[config.mk]
export PLATFORM = sky130hd
export DESIGN_NAME = lcalu_exec
export DESIGN_NICKNAME = d
export VERILOG_FILES = /design/src/hdl/lcalu_pkg.sv /design/src/hdl/lcalu_core.sv /design/src/hdl/lcalu_exec.sv
export SDC_FILE = /design/constraint.sdc
export NUM_CORES = 1
export LEC_CHECK = 0
export BUFFER_PORTS_ARGS = -buffer_cell sky130_fd_sc_hd__buf_2
export CORE_MARGIN = 1
export CORE_UTILIZATION = 55
export CTS_BUF_LIST = sky130_fd_sc_hd__clkbuf_16
export CTS_CLUSTER_DIAMETER = 100
export DETAILED_ROUTE_END_ITERATION = 6
export GPL_TIMING_DRIVEN = 0
export PLACE_DENSITY = 0.83
export SLEW_MARGIN = 20
export SYNTH_ARGS = -nofsm -noshare
export SYNTH_HDL_FRONTEND = slang
export SYNTH_SLANG_ARGS = --single-unit
[constraint.sdc]
create_clock -name mclk -period 2.8 [get_ports mclk]
set_clock_uncertainty 0.15 [all_clocks]
set_input_delay 0.56 -clock mclk [delete_from_list [all_inputs] [get_ports mclk]]
set_output_delay 0.56 -clock mclk [all_outputs]
set_load 0.05 [all_outputs]
[src/hdl/lcalu_pkg.sv]
package lcalu_pkg;

  // ---------------------------------------------------------------
  // operation and operand form encodings
  // ---------------------------------------------------------------
  typedef enum logic [1:0] {
    LCALU_OP_OR      = 2'b00,
    LCALU_OP_XOR     = 2'b01,
    LCALU_OP_COMPARE = 2'b10
  } lcalu_op_t;

  typedef enum logic [3:0] {
    LCALU_F_A_IMM    = 4'h0,
    LCALU_F_SADR_IMM = 4'h1,
    LCALU_F_A_R      = 4'h2,
    LCALU_F_R_A      = 4'h3,
    LCALU_F_A_SADR   = 4'h4,
    LCALU_F_A_ABS    = 4'h5,
    LCALU_F_A_PTR    = 4'h6,
    LCALU_F_A_PTR_D  = 4'h7,
    LCALU_F_A_PTR_B  = 4'h8,
    LCALU_F_A_PTR_C  = 4'h9
  } lcalu_form_t;

  typedef enum logic [1:0] {
    LCALU_S_IDLE = 2'b00,
    LCALU_S_RUN  = 2'b01,
    LCALU_S_DONE = 2'b10
  } lcalu_state_t;

  // ---------------------------------------------------------------
  // byte lengths
  // ---------------------------------------------------------------
  localparam logic [1:0] LCALU_LEN_1 = 2'h1;
  localparam logic [1:0] LCALU_LEN_2 = 2'h2;
  localparam logic [1:0] LCALU_LEN_3 = 2'h3;

  // ---------------------------------------------------------------
  // clock counts: fast (high-speed ram / no access) and slow
  // ---------------------------------------------------------------
  localparam logic [3:0] LCALU_CLK_REG       = 4'h4;
  localparam logic [3:0] LCALU_CLK_SADR_IMM_F = 4'h6;
  localparam logic [3:0] LCALU_CLK_SADR_IMM_S = 4'h8;
  localparam logic [3:0] LCALU_CLK_SADR_F    = 4'h4;
  localparam logic [3:0] LCALU_CLK_SADR_S    = 4'h5;
  localparam logic [3:0] LCALU_CLK_ABS_F     = 4'h8;
  localparam logic [3:0] LCALU_CLK_ABS_S     = 4'h9;
  localparam logic [3:0] LCALU_CLK_PTR_F     = 4'h4;
  localparam logic [3:0] LCALU_CLK_PTR_S     = 4'h5;
  localparam logic [3:0] LCALU_CLK_IDX_F     = 4'h8;
  localparam logic [3:0] LCALU_CLK_IDX_S     = 4'h9;

  // ---------------------------------------------------------------
  // flag byte bit positions and result reset value
  // ---------------------------------------------------------------
  localparam int         LCALU_ZERO_BIT  = 6;
  localparam int         LCALU_AUX_BIT   = 4;
  localparam int         LCALU_CARRY_BIT = 0;
  localparam logic [7:0] LCALU_RES_RST   = 8'h00;

endpackage

[src/hdl/lcalu_core.sv]
`timescale 1ns/1ps
// ---------------------------------------------------------------
// combinational or / xor / compare core
// ---------------------------------------------------------------
module lcalu_core (
  input  wire logic [1:0] op,
  input  wire logic [7:0] dst,
  input  wire logic [7:0] src,
  output logic      [7:0] result,
  output logic            zero,
  output logic            aux_carry,
  output logic            carry,
  output logic            write_back
);

  logic [8:0] diff;
  logic [4:0] diff_lo;

  // compare subtracts with a ninth bit so the borrow is visible
  always_comb begin
    diff       = {1'b0, dst} - {1'b0, src};
    diff_lo    = {1'b0, dst[3:0]} - {1'b0, src[3:0]};
    aux_carry  = 1'b0;
    carry      = 1'b0;
    write_back = 1'b1;
    case (op)
      lcalu_pkg::LCALU_OP_OR: begin
        result = dst | src;
      end
      lcalu_pkg::LCALU_OP_XOR: begin
        result = dst ^ src;
      end
      lcalu_pkg::LCALU_OP_COMPARE: begin
        result     = diff[7:0];
        aux_carry  = diff_lo[4];
        carry      = diff[8];
        write_back = 1'b0;
      end
      default: begin
        result     = dst;
        write_back = 1'b0;
      end
    endcase
    zero = (result == 8'h00);
  end

endmodule

[src/hdl/lcalu_exec.sv]
`timescale 1ns/1ps

module lcalu_exec (
  input  wire logic       mclk,
  input  wire logic       rst,
  input  wire logic       start,
  input  wire logic [1:0] op,
  input  wire logic [3:0] form,
  input  wire logic       fast_ram,
  input  wire logic [7:0] dst_operand,
  input  wire logic [7:0] src_operand,
  input  wire logic       zero_in,
  input  wire logic       aux_carry_in,
  input  wire logic       carry_in,
  output logic            busy,
  output logic            done,
  output logic      [7:0] result,
  output logic            result_write,
  output logic            zero_flag,
  output logic            aux_carry_flag,
  output logic            carry_flag,
  output logic      [1:0] byte_length,
  output logic      [3:0] clock_count
);

  // ---------------------------------------------------------------
  // operating notes
  // ---------------------------------------------------------------
  // request side:
  //   start is looked at only while idle; a start seen while busy
  //   is dropped with no sign, so a caller waits for busy to fall
  //   op, form, operands and flags are latched on the taking edge,
  //   so they may change freely while busy is high
  // timing, counted from the taking edge as cycle zero:
  //   cycle 1: busy rises, byte_length and clock_count are valid
  //   cycle n: done stands for this one cycle, result_write too for or and xor,
  //     with n equal to clock_count
  //   cycle n+1: busy is low and the next start may be taken
  // clock counts:
  //   the short figure applies on fast ram hits and to forms that
  //   touch no data memory (register forms and the accumulator immediate form)
  //   the long figure applies to any other data area
  //   counts assume code runs from internal program memory; a
  //   slower fetch path needs its own wait logic upstream
  // flags:
  //   zero follows the eight-bit result for every op code
  //   compare also reports the half borrow and the full borrow
  //   or and xor pass aux carry and carry through untouched
  //   between start and done the flag outputs show the inputs
  //   captured at start, so a reader must wait for done
  // spare op code 3:
  //   nothing is written back, result echoes the destination,
  //   zero follows it and both carries are kept

  // ---------------------------------------------------------------
  // length and timing lookup
  // ---------------------------------------------------------------

  // bytes for a form, same for all three operations
  function automatic logic [1:0] form_len(input logic [3:0] f);
    case (f)
      lcalu_pkg::LCALU_F_SADR_IMM: form_len = lcalu_pkg::LCALU_LEN_3;
      lcalu_pkg::LCALU_F_A_ABS:    form_len = lcalu_pkg::LCALU_LEN_3;
      lcalu_pkg::LCALU_F_A_PTR:    form_len = lcalu_pkg::LCALU_LEN_1;
      default:                     form_len = lcalu_pkg::LCALU_LEN_2;
    endcase
  endfunction

  // clocks for a form; register forms have no data access so take
  // the fast figure regardless of the ram hint
  function automatic logic [3:0] form_clk(input logic [3:0] f,
                                          input logic       hit);
    case (f)
      lcalu_pkg::LCALU_F_SADR_IMM:
        form_clk = hit ? lcalu_pkg::LCALU_CLK_SADR_IMM_F
                       : lcalu_pkg::LCALU_CLK_SADR_IMM_S;
      lcalu_pkg::LCALU_F_A_SADR:
        form_clk = hit ? lcalu_pkg::LCALU_CLK_SADR_F
                       : lcalu_pkg::LCALU_CLK_SADR_S;
      lcalu_pkg::LCALU_F_A_ABS:
        form_clk = hit ? lcalu_pkg::LCALU_CLK_ABS_F
                       : lcalu_pkg::LCALU_CLK_ABS_S;
      lcalu_pkg::LCALU_F_A_PTR:
        form_clk = hit ? lcalu_pkg::LCALU_CLK_PTR_F
                       : lcalu_pkg::LCALU_CLK_PTR_S;
      lcalu_pkg::LCALU_F_A_PTR_D,
      lcalu_pkg::LCALU_F_A_PTR_B,
      lcalu_pkg::LCALU_F_A_PTR_C:
        form_clk = hit ? lcalu_pkg::LCALU_CLK_IDX_F
                       : lcalu_pkg::LCALU_CLK_IDX_S;
      lcalu_pkg::LCALU_F_A_IMM,
      lcalu_pkg::LCALU_F_A_R,
      lcalu_pkg::LCALU_F_R_A:
        form_clk = lcalu_pkg::LCALU_CLK_REG;
      default:  // spare codes run as register forms
        form_clk = lcalu_pkg::LCALU_CLK_REG;
    endcase
  endfunction

  // forms that read or write data memory; the others never wait on
  // a slow area, whatever the ram hint says
  function automatic logic form_has_access(input logic [3:0] f);
    case (f)
      lcalu_pkg::LCALU_F_SADR_IMM,
      lcalu_pkg::LCALU_F_A_SADR,
      lcalu_pkg::LCALU_F_A_ABS,
      lcalu_pkg::LCALU_F_A_PTR,
      lcalu_pkg::LCALU_F_A_PTR_D,
      lcalu_pkg::LCALU_F_A_PTR_B,
      lcalu_pkg::LCALU_F_A_PTR_C:
        form_has_access = 1'b1;
      default:
        form_has_access = 1'b0;
    endcase
  endfunction

  // ---------------------------------------------------------------
  // count selection at the taking edge
  // ---------------------------------------------------------------
  logic       short_count;
  logic [3:0] take_clk;

  // one lookup feeds both the reported count and the down counter,
  // so the two can never disagree
  assign short_count = fast_ram || !form_has_access(form);
  assign take_clk    = form_clk(form, short_count);

  // ---------------------------------------------------------------
  // combinational core
  // ---------------------------------------------------------------
  logic [7:0] core_result;
  logic       core_zero;
  logic       core_aux;
  logic       core_carry;
  logic       core_wb;

  logic [1:0] op_q;
  logic [7:0] dst_q;
  logic [7:0] src_q;

  lcalu_core u_core (
    .op         (op_q),
    .dst        (dst_q),
    .src        (src_q),
    .result     (core_result),
    .zero       (core_zero),
    .aux_carry  (core_aux),
    .carry      (core_carry),
    .write_back (core_wb)
  );

  // ---------------------------------------------------------------
  // sequencer state
  // ---------------------------------------------------------------
  lcalu_pkg::lcalu_state_t state;
  lcalu_pkg::lcalu_state_t next_state;
  logic [3:0] remain;
  logic [3:0] next_remain;
  logic [1:0] next_op_q;
  logic [7:0] next_dst_q;
  logic [7:0] next_src_q;
  logic       aux_q;
  logic       carry_q;
  logic       next_aux_q;
  logic       next_carry_q;
  logic [1:0] next_byte_length;
  logic [3:0] next_clock_count;

  // one count per mclk edge: the instruction clock is the cpu clock,
  // so no prescaler sits in front of the counter
  always_comb begin
    next_state       = state;
    next_remain      = remain;
    next_op_q        = op_q;
    next_dst_q       = dst_q;
    next_src_q       = src_q;
    next_aux_q       = aux_q;
    next_carry_q     = carry_q;
    next_byte_length = byte_length;
    next_clock_count = clock_count;
    case (state)
      lcalu_pkg::LCALU_S_IDLE: begin
        if (start) begin
          next_op_q        = op;
          next_dst_q       = dst_operand;
          next_src_q       = src_operand;
          next_aux_q       = aux_carry_in;
          next_carry_q     = carry_in;
          next_byte_length = form_len(form);
          next_clock_count = take_clk;
          // start edge counts as the first clock
          next_remain      = take_clk - 4'h2;
          next_state       = lcalu_pkg::LCALU_S_RUN;
        end
      end
      lcalu_pkg::LCALU_S_RUN: begin
        if (remain == 4'h0) begin
          next_state = lcalu_pkg::LCALU_S_DONE;
        end else begin
          next_remain = remain - 4'h1;
        end
      end
      default: begin
        next_state = lcalu_pkg::LCALU_S_IDLE;
      end
    endcase
  end

  always_ff @(posedge mclk) begin
    if (rst) begin
      state       <= lcalu_pkg::LCALU_S_IDLE;
      remain      <= 4'h0;
      op_q        <= lcalu_pkg::LCALU_OP_OR;
      dst_q       <= lcalu_pkg::LCALU_RES_RST;
      src_q       <= lcalu_pkg::LCALU_RES_RST;
      aux_q       <= 1'b0;
      carry_q     <= 1'b0;
      byte_length <= 2'h0;
      clock_count <= 4'h0;
    end else begin
      state       <= next_state;
      remain      <= next_remain;
      op_q        <= next_op_q;
      dst_q       <= next_dst_q;
      src_q       <= next_src_q;
      aux_q       <= next_aux_q;
      carry_q     <= next_carry_q;
      byte_length <= next_byte_length;
      clock_count <= next_clock_count;
    end
  end

  // ---------------------------------------------------------------
  // result and flag outputs
  // ---------------------------------------------------------------
  logic [7:0] next_result;
  logic       next_result_write;
  logic       next_zero_flag;
  logic       next_aux_flag;
  logic       next_carry_flag;
  logic       finishing;

  assign finishing = (state == lcalu_pkg::LCALU_S_RUN) && (remain == 4'h0);

  // outputs are loaded on the last clock so they line up with done
  always_comb begin
    next_result       = result;
    next_result_write = 1'b0;
    next_zero_flag    = zero_flag;
    next_aux_flag     = aux_carry_flag;
    next_carry_flag   = carry_flag;
    if (finishing) begin
      next_result       = core_result;
      next_result_write = core_wb;
      next_zero_flag    = core_zero;
      if (op_q == lcalu_pkg::LCALU_OP_COMPARE) begin
        next_aux_flag   = core_aux;
        next_carry_flag = core_carry;
      end else begin
        next_aux_flag   = aux_q;
        next_carry_flag = carry_q;
      end
    end else if (state == lcalu_pkg::LCALU_S_IDLE && start) begin
      // flags follow the caller until a new result replaces them
      next_zero_flag  = zero_in;
      next_aux_flag   = aux_carry_in;
      next_carry_flag = carry_in;
    end
  end

  always_ff @(posedge mclk) begin
    if (rst) begin
      result         <= lcalu_pkg::LCALU_RES_RST;
      result_write   <= 1'b0;
      zero_flag      <= 1'b0;
      aux_carry_flag <= 1'b0;
      carry_flag     <= 1'b0;
    end else begin
      result         <= next_result;
      result_write   <= next_result_write;
      zero_flag      <= next_zero_flag;
      aux_carry_flag <= next_aux_flag;
      carry_flag     <= next_carry_flag;
    end
  end

  // handshake outputs decoded from state
  assign busy = (state != lcalu_pkg::LCALU_S_IDLE);
  assign done = (state == lcalu_pkg::LCALU_S_DONE);

endmodule

==> impl_metrics.py, run 1 <==
metrics = {
    "route": {
        "vias": 2274,
        "routedWlPerCell_um": 13.5,
        "detail_route.wirelength_um": 5650,
        "viasPerCell": 5.45,
        "route.detailed.drc": 0,
        "drtAntennaViolNets": 0,
        "dr.first_iter.drc_count": 117,
        "drt-pass1-iter-count": 4,
    },
    "power_and_ir_drop": {
        "power_frac_seq_pct": 35.7,
        "combPwrFrac_pct": 33.2,
        "power.density_mw_per_mm2": 707,
        "clkPwrFrac_pct": 31.2,
        "p_sw_share_pct": 34.4,
        "p_int_uw": 1370,
        "power_uw": 2090,
        "peakVddDrop_mv": 0.332,
        "p_switching_uw": 719,
        "p_leak_uw": 0.00128,
    },
    "die": {
        "die_x_um": 69.3,
        "fp.dieArea_mm2": 0.00481,
        "core_mm2": 0.00435,
        "die_h_um": 69.3,
        "start_util_pct": 57.3,
        "ios": 49,
        "rows": 24,
    },
    "critical_path": {
        "required_ns": 2.88,
        "critPathKind": "flop to flop",
        "crit_path_start_kind": "flop",
        "worstReg2RegEnd": "zero_flag$_SDFFE_PP0P_",
        "crit_arrival_ns": 2.73,
        "ff2ff_path_depth": 8,
        "reg2reg_slack_ns": 0.15,
        "worstPathMaxFanout": 3,
        "critPathCaptureType": "flop",
        "worstReg2RegStart": "dst_q[0]$_SDFFE_PP0P_",
    },
    "yosys": {
        "syn_area_per_cell_um2": 8.04,
        "synth-seq-cells": 44,
        "synth_top_area_share_pct": 35.3,
        "synth_area_leaders": "dfxtp_1 (35%), ha_1 (9.5%), nand2_1 (8.0%)",
        "synth_area_leader_cell": "dfxtp_1",
        "synth.distinct_cells": 48,
        "syn_nets": 359,
        "synth_area_mm2": 0.00249,
        "seq_area_frac_synth_pct": 35.3,
        "synthesis.instances": 310,
        "synth_warnings": 0,
    },
    "cts": {
        "cts_hold_buf": 0,
        "numCtsBuffers": 5,
        "post_cts.repair.setup_buffers": 0,
        "cts_sinks": 44,
        "clock_path_buffers": 2,
        "cts-root-buf": "clkbuf_16",
        "htree_num_levels": 2,
        "path_clk_slew_ns": 0.06,
        "cts_resized": 0,
        "cts_tree": "built",
        "clk_latency_ns": 0.29,
    },
    "cells_and_area": {
        "area_growth_syn_to_layout_pct": 18.6,
        "layout-drive-gt1-share_pct": 18.6,
        "layout.nets": 413,
        "num_antenna_cells": 0,
    },
    "min_path": {
        "min_from": "src_q[3]$_SDFFE_PP0P_",
        "min_path_cells": 2,
        "hold_end": "src_q[3]$_SDFFE_PP0P_",
        "hold_path_class": "flop to flop",
    },
    "sta": {
        "hold_viol": 0,
        "rsz0062_at_grt": "false",
        "tightest_slew_ns": 0.565,
        "fmax_mhz": 377,
        "period_share_pct": 94.7,
        "maxSlewHeadroom_pct": 62.3,
        "timing.final.crit_period_ns": 2.65,
        "tns_ns": 0,
        "setup_viol_count_final": 0,
        "finalMaxSlewViolations": 0,
    },
    "global_routing": {
        "antenna_found_initial": 0,
        "grt_max_degree": 14,
        "grt_usage_pct": 24.4,
        "grt_first_pass_wirelength_um": 9450,
        "grt_pass1_vias": 2132,
        "grt-ovfl-total": 0,
    },
    "run": {
        "maxCapViolCount": 0,
    },
    "placed_design": {
        "place_congestion": 0.895,
        "portBuffers": 47,
        "dp_hpwl_um": 4230,
    },
    "run_status": {
        "status": "finished clean",
    },
}
-- cell type report --
type | count | area [um2]
repair buffers | 47 | 235
well taps | 52 | 65.1
flip-flops and latches | 44 | 881
clock buffers | 5 | 125
clock inverters | 3 | 38.8
fillers | 380 | 1400
inverters | 31 | 119
plain buffers | 15 | 60.1
multi-input cells | 220 | 1430
-- synthesized netlist by cell type (all sizes together) --
cell	n
a211oi	7
a21oi	33
a221o	1
a22oi	1
a2bb2oi	1
a311oi	1
a31o	1
a31oi	2
a41oi	1
and2	2
and2b	1
buf	4
clkbuf	11
dfxtp	44
fa	1
ha	19
inv	31
mux2	1
mux2i	3
mux4	5
nand2	53
nand2b	5
nand3	5
nand3b	1
nand4bb	1
nor2	26
nor2b	7
nor3	10
nor3b	1
nor4bb	1
o211ai	1
o21a	2
o21ai	10
o21bai	2
o22ai	3
o311a	2
or2b	2
or3	1
or4	1
xnor2	5
xor2	1
-- worst max-delay path, stage by stage (launching register included) --
cell and delay (ns):
dfxtp_1 0.34, inv_1 0.08, ha_1 0.20, inv_1 0.08
fa_1 0.40, mux4_1 0.53, nand4bb_1 0.23, nor4bb_1 0.38
a31o_1 0.20
-- power groups by stage --
stage	combinational (uW)	sequential, uW	clock (uW)
global placement	669	753	0
detailed placement	685	758	0
CTS	690	745	655
global route	756	755	679
floorplan	433	852	0
finish	694	745	651
-- layer usage --
metal  global-route usage, %  up-vias  wire length (um)
li1                        -     1154                 -
met2                    41.7       64              2710
met1                    29.9     1045              2520
met3                    4.80       11               308
met5                       0        -                 0
met4                    9.75        0               102
-- logic make-up (layout without fill, tap and decap cells) --
group	after synthesis	in the layout	share of synthesized area, %
AOI/OAI and AO/OA	68	68	17.2
xor gates and xnor gates	6	6	2.11
adders and majority gates	20	20	10.3
buffers and inverters	46	101	7.18
DFF	44	44	35.3
muxes	9	9	6.32
and+or+nand+nor	117	117	21.5
-- through the flow --
stage	setup WS [ns]	hold WS, ns	std cells	util, %	instance area [um2]
detailed placement	0.203	0.299	409	64.2	2790
global route	0.0704	0.334	417	67.9	2960
CTS	0.162	0.306	417	67.9	2960
global placement	0.301	0.292	409	64.2	2790
floorplan	0.472	0.286	310	-	2490
finish	0.148	0.304	417	67.9	2960
-- state kept, by name, summed over array words and instances (netlist names) --
| register | flops |
|---|---|
| op_q | 2 |
| byte_length | 2 |
| zero_flag | 1 |
| remain | 4 |
| dst_q | 8 |
| carry_q | 1 |
| aux_carry_flag | 1 |
| src_q | 8 |
| result_write | 1 |
| aux_q | 1 |
| clock_count | 4 |
| result | 8 |
| state | 2 |
| carry_flag | 1 |
-- layout by cell type, fill, tap and decap left out, types with 6 or more instances in the layout --
cell type,n
a21oi_1,32
nor2b_1,7
a211oi_1,6
inv_1,31
nor3_1,10
nand2_1,53
nor2_1,26
dfxtp_1,44
o21ai_0,8
buf_2,50
ha_1,19
clkbuf_1,11
-- worst max path at each step --
stage                                      from                      to  slack [ns]  cells after the start
after global routing      dst_q[0]$_SDFFE_PP0P_  zero_flag$_SDFFE_PP0P_        0.07                      9
after floorplan           dst_q[0]$_SDFFE_PP0P_  zero_flag$_SDFFE_PP0P_        0.47                      9
after global placement    dst_q[0]$_SDFFE_PP0P_  zero_flag$_SDFFE_PP0P_        0.30                      9
after detailed placement  dst_q[0]$_SDFFE_PP0P_  zero_flag$_SDFFE_PP0P_        0.20                      8
final                     dst_q[0]$_SDFFE_PP0P_  zero_flag$_SDFFE_PP0P_        0.15                      8
after CTS                 dst_q[0]$_SDFFE_PP0P_  zero_flag$_SDFFE_PP0P_        0.16                      8
Power figures use the tool's default switching activity.
==> run 2, diff against run 1 <==
- CTS_CLUSTER_DIAMETER: 100 -> 40
- clock period: 2.8 -> 2.7 ns (I/O delays scaled with it)
==> run 2 against run 1 <==
- worst hold slack worse by 0.00080 ns
- fmax rose by 1.6%
- power rose by 3.8%
- combinational power is 4.2% higher
- core utilization increased by 0.14 points
- wire length is 0.34% higher
- die area unchanged
- critical path depth did not move
- highest routed layer unchanged
- critical path type unchanged
- sequential share of layout area shrank 0.063 points
- cell area grew 0.21%
==> impl_metrics.py, run 2 (synthesis gave the netlist of run 1 again) <==
metrics = {
    "cts": {
        "cts-root-buf": "clkbuf_16",
        "clk_latency_ns": 0.29,
        "cts_hold_buf": 0,
        "cts_sinks": 44,
        "numCtsBuffers": 5,
        "cts_tree": "built",
        "clock_path_buffers": 2,
        "path_clk_slew_ns": 0.06,
        "htree_num_levels": 2,
        "post_cts.repair.setup_buffers": 0,
    },
    "critical_path": {
        "crit_start": "dst_q[0]$_SDFFE_PP0P_",
        "critPathTopFamily": "adder cells",
        "crit_top_cell": "inv_1",
        "reg2reg_slack_ns": 0.09,
        "worst-path-buf-inv": 2,
        "slowest_stage": "mux4_1",
        "required_ns": 2.78,
        "worstPathMaxFanout": 3,
        "critPathCapture": "zero_flag$_SDFFE_PP0P_",
        "worstReg2RegStart": "dst_q[0]$_SDFFE_PP0P_",
        "crit_path_start_kind": "flop",
        "ff2ff_path_depth": 8,
        "worstReg2RegEnd": "zero_flag$_SDFFE_PP0P_",
        "critPathKind": "flop to flop",
        "crit_cells": 8,
        "path_cells": "inv_1 > ha_1 > inv_1 > fa_1 > mux4_1 > nand4bb_1 > nor4bb_2 > a31o_1",
        "max_stage_delay_ns": 0.53,
        "crit_arrival_ns": 2.69,
        "critPathCaptureType": "flop",
    },
    "die": {
        "fp.dieArea_mm2": 0.00481,
        "die_h_um": 69.3,
        "rows": 24,
        "core_mm2": 0.00435,
        "ios": 49,
        "die_x_um": 69.3,
        "start_util_pct": 57.3,
    },
    "power_and_ir_drop": {
        "p_switching_uw": 746,
        "p_int_uw": 1420,
        "power_frac_seq_pct": 35.6,
        "combPwrFrac_pct": 33.3,
        "peakVddDrop_mv": 0.345,
        "p_sw_share_pct": 34.4,
        "clkPwrFrac_pct": 31.1,
        "power_uw": 2170,
        "p_leak_uw": 0.00128,
        "power.density_mw_per_mm2": 732,
    },
    "placed_design": {
        "place_congestion": 0.895,
        "portBuffers": 47,
        "dp_hpwl_um": 4230,
        "placed_area_mm2": 0.00279,
        "preCtsSetupSlack_ns": 0.103,
    },
    "global_routing": {
        "antenna_found_initial": 0,
        "grt_first_pass_wirelength_um": 9450,
        "met1_usage_pct": 29.9,
        "grt_usage_pct": 24.4,
        "grtUsageMet2_pct": 41.7,
        "grt_max_degree": 14,
        "grt_pass1_vias": 2132,
        "grtUsageMet3_pct": 4.80,
        "grt-ovfl-total": 0,
        "busiest_layer": "met2",
    },
    "sta": {
        "hold_viol": 0,
        "maxSlewHeadroom_pct": 62.2,
        "setup_viol_count_final": 0,
        "setup_ws_ns": 0.0907,
        "rsz0062_at_grt": "false",
        "period_share_pct": 96.6,
        "fmax_mhz": 383,
        "timing.final.crit_period_ns": 2.61,
        "tns_ns": 0,
        "tightest_slew_ns": 0.567,
        "finalMaxSlewViolations": 0,
    },
    "cells_and_area": {
        "final_cell_area_mm2": 0.00296,
        "layout-drive-gt1-share_pct": 18.9,
        "fill_cells": 377,
        "layout.nets": 413,
        "fin_util_pct": 68.1,
        "multi_input_area_mm2": 0.00144,
        "area_growth_syn_to_layout_pct": 18.9,
        "num_antenna_cells": 0,
        "reg.largest.list": "dst_q: 8 flops, result: 8 flops, src_q: 8 flops",
        "regArea_um2": 881,
        "final_cell_mix": "nand2_1 (53), buf_2 (50), dfxtp_1 (44)",
        "final_common_cell": "nand2_1",
    },
    "run": {
        "maxCapViolCount": 0,
    },
    "route": {
        "detail_route.wirelength_um": 5670,
        "route.detailed.drc": 0,
        "vias": 2266,
        "routedWlPerCell_um": 13.6,
        "dr.first_iter.drc_count": 131,
        "drtAntennaViolNets": 0,
        "viasPerCell": 5.43,
        "drt-pass1-iter-count": 4,
    },
    "run_status": {
        "status": "finished clean",
    },
    "min_path": {
        "hold_path_class": "flop to flop",
        "min_from": "src_q[3]$_SDFFE_PP0P_",
    },
}
==> run 2: cell counts in the layout (fill, tap and decap cells not counted) <==
Identical to the previous run, type by type.
==> run 2: how the worst min path moves through the flow <==
stage	slack (ns)	to	depth (start not counted)
2_1_floorplan	0.29	src_q[1]$_SDFFE_PP0P_	2
3_3_place_gp	0.29	aux_q$_SDFFE_PP0P_	2
3_5_place_dp	0.30	src_q[3]$_SDFFE_PP0P_	2
4_1_cts	0.31	src_q[3]$_SDFFE_PP0P_	2
5_1_grt	0.33	src_q[3]$_SDFFE_PP0P_	2
6_report	0.30	src_q[3]$_SDFFE_PP0P_	2
==> run 2: power groups by stage <==
stage | clock network, uW | registers [uW] | logic, uW
3_3_place_gp | 0 | 781 | 694
3_5_place_dp | 0 | 786 | 711
5_1_grt | 705 | 783 | 787
6_report | 674 | 773 | 723
4_1_cts | 679 | 773 | 716
2_1_floorplan | 0 | 883 | 449
==> run 2: area by class of cell <==
cell class	count	share of cell area [%]
multi-input combinational	220	48.6
buffer	15	2.03
sequential	44	29.7
clock buffer	5	4.22
clock inverter	3	1.31
tap	52	2.20
timing repair buffer	47	7.94
inverter	31	4.01
==> run 2: worst register-to-register path: stages (launching register included) <==
cell and delay (ns):
dfxtp_1 0.35, inv_1 0.08, ha_1 0.20, inv_1 0.08, fa_1 0.40, mux4_1 0.53
nand4bb_1 0.25, nor4bb_2 0.33, a31o_1 0.19
==> run 2: what timing repair did <==
item,4_1_cts,5_1_grt
endpoints found under the hold margin,0,0
endpoints found under the setup margin,0,1
gates resized for setup,0,1
==> run 2: per-stage QoR <==
stage	cells	hold slack, ns
2_1_floorplan	310	0.286
3_3_place_gp	409	0.292
3_5_place_dp	409	0.299
4_1_cts	417	0.306
5_1_grt	417	0.334
6_report	417	0.303
==> run 2: metal layers <==
layer / routed length [um] / part of all wire (%) / up-vias
met5: 0 / 0 / -
met4: 101 / 1.8 / 0
met3: 255 / 4.5 / 12
met2: 2720 / 48 / 61
met1: 2590 / 46 / 1038
li1: - / - / 1155
==> run 3, diff against run 2 <==
--- a/config.mk
+++ b/config.mk
@@ -12,2 +12,3 @@
 export CTS_CLUSTER_DIAMETER = 40
+export CTS_CLUSTER_SIZE = 40
 export DETAILED_ROUTE_END_ITERATION = 6
==> constraint.sdc (replaced) <==
create_clock -name mclk -period 2.7 [get_ports mclk]
set_clock_uncertainty 0.15 [all_clocks]
set_input_delay 0.135 -clock mclk [delete_from_list [all_inputs] [get_ports mclk]]
set_output_delay 0.135 -clock mclk [all_outputs]
set_load 0.05 [all_outputs]
==> run 3 against run 2 <==
- sequential power hardly changed
- via count grew 3.7%
- wire length rose by 4.6%
- critical path type unchanged
- critical endpoint unchanged
==> impl_metrics.py, run 3 (synthesis gave the netlist of run 1 again) <==
metrics = {
    "run": {
        "maxCapViolCount": 0,
    },
    "route": {
        "route.detailed.drc": 0,
        "routedWlPerCell_um": 13.6,
        "drt-met1-wl_um": 2660,
        "dr.first_iter.drc_count": 148,
        "dr.max_layer_used": "met4",
        "detail_route.wirelength_um": 5920,
        "drtAntennaViolNets": 0,
        "routed-wl-met2_um": 2840,
        "viasPerCell": 5.38,
        "vias": 2350,
        "met3_wirelength_um": 308,
        "drt-pass1-iter-count": 4,
    },
    "die": {
        "ios": 49,
        "start_util_pct": 57.3,
        "die_x_um": 69.3,
        "core_mm2": 0.00435,
        "fp.dieArea_mm2": 0.00481,
        "rows": 24,
        "die_h_um": 69.3,
    },
    "min_path": {
        "hold_path_class": "primary input to flop",
    },
    "cells_and_area": {
        "layout-drive-gt1-share_pct": 17.9,
        "reg.largest.list": "dst_q: 8 flops, result: 8 flops, src_q: 8 flops",
        "num_antenna_cells": 0,
        "fill_cells": 349,
        "regArea_um2": 881,
        "layout.nets": 433,
        "multi_input_area_mm2": 0.00144,
        "final_cells": 437,
        "area_growth_syn_to_layout_pct": 26.9,
        "final_cell_mix": "nand2_1 (53), buf_2 (50), dfxtp_1 (44)",
        "final_common_cell": "nand2_1",
    },
    "cts": {
        "numCtsBuffers": 5,
        "cts_sinks": 44,
        "htree_num_levels": 2,
        "cts-root-buf": "clkbuf_16",
        "post_cts.repair.setup_buffers": 0,
        "cts_tree": "built",
        "path_clk_slew_ns": 0.06,
        "clock_path_buffers": 2,
        "clk_latency_ns": 0.29,
    },
    "global_routing": {
        "grt_first_pass_wirelength_um": 9920,
        "grt_pass1_vias": 2226,
        "grt_usage_pct": 25.6,
        "antenna_found_initial": 0,
        "grt_max_degree": 14,
        "grt-ovfl-total": 0,
    },
    "sta": {
        "rsz0062_at_grt": "false",
        "setup_viol_count_final": 0,
        "tightest_slew_ns": 0.566,
        "maxSlewHeadroom_pct": 62.3,
        "timing.final.crit_period_ns": 2.60,
        "fmax_mhz": 384,
        "period_share_pct": 96.5,
        "whs_ns": 0.0453,
        "setup_ws_ns": 0.0953,
        "tns_ns": 0,
        "finalMaxSlewViolations": 0,
        "hold_viol": 0,
    },
    "placed_design": {
        "post-place-cells": 409,
        "portBuffers": 47,
        "dp_hpwl_um": 4230,
        "preCtsSetupSlack_ns": 0.103,
        "place_congestion": 0.895,
    },
    "power_and_ir_drop": {
        "p_leak_uw": 0.00136,
        "power.density_mw_per_mm2": 693,
        "peakVddDrop_mv": 0.353,
    },
    "critical_path": {
        "crit_path_start_kind": "flop",
        "max_stage_delay_ns": 0.53,
        "worst-path-buf-inv": 2,
        "worstPathMaxFanout": 3,
        "required_ns": 2.78,
        "crit_top_cell": "inv_1",
        "path_cells": "inv_1 > ha_1 > inv_1 > fa_1 > mux4_1 > nand4bb_1 > nor4bb_2 > a31o_1",
        "critPathCaptureType": "flop",
        "critPathTopFamily": "adder cells",
        "slowest_stage": "mux4_1",
        "critPathKind": "flop to flop",
        "crit_arrival_ns": 2.69,
    },
    "run_status": {
        "status": "finished clean",
    },
}
==> run 3: cell types whose count changed in the layout (fill, tap and decap cells not counted), sizes merged <==
| cell | previous run | this run |
|---|---|---|
| dlygate4sd3 | 0 | 20 |
==> run 3: routing by layer <==
layer	global-route usage, %	vias to the layer above
li1	-	1197
met1	31.2	1072
met2	43.7	69
met3	5.09	12
met4	11.1	0
met5	0	-
==> run 3: timing repair <==
action                                  4_1_cts  5_1_grt
gates resized for setup                       0        1
hold buffers                                 20        0
endpoints found under the hold margin        21        0
endpoints found under the setup margin        0        1
==> run 3: path summary, 6_finish.rpt <==
kind                                       startpoint                endpoint  slack [ns]  cells after the start
worst min register to register   carry_q$_SDFFE_PP0P_    carry_q$_SDFFE_PP0P_        0.31                      2
worst min-delay path                              rst   state[0]$_SDFFE_PP0P_        0.05                      2
worst max-delay path            dst_q[0]$_SDFFE_PP0P_  zero_flag$_SDFFE_PP0P_         0.1                      8
worst max register to register  dst_q[0]$_SDFFE_PP0P_  zero_flag$_SDFFE_PP0P_         0.1                      8
==> run 3: area by class of cell <==
| cell class | instances | area share [%] |
|---|---|---|
| inverter | 31 | 3.76 |
| clock buffer | 5 | 3.95 |
| multi-input combinational | 220 | 45.5 |
| timing repair buffer | 67 | 13.8 |
| sequential | 44 | 27.8 |
| tap | 52 | 2.06 |
| clock inverter | 3 | 1.23 |
| buffer | 15 | 1.90 |
==> run 3: power breakdown <==
part	switching (uW)	internal, uW	leakage, uW	total (uW)
sequential	51.7	721	0.000361	773
clock	245	431	0.0000850	676
combinational	454	290	0.000914	744
total	751	1440	0.00136	2190
==> run 3: per-stage QoR <==
step | power [uW] | area, um2 | util (%)
after CTS | 2190 | 3160 | 72.5
final | 2190 | 3160 | 72.7
after floorplan | 1330 | 2490 | -
after global routing | 2300 | 3160 | 72.7
after global placement | 1480 | 2790 | 64.2
after detailed placement | 1500 | 2790 | 64.2
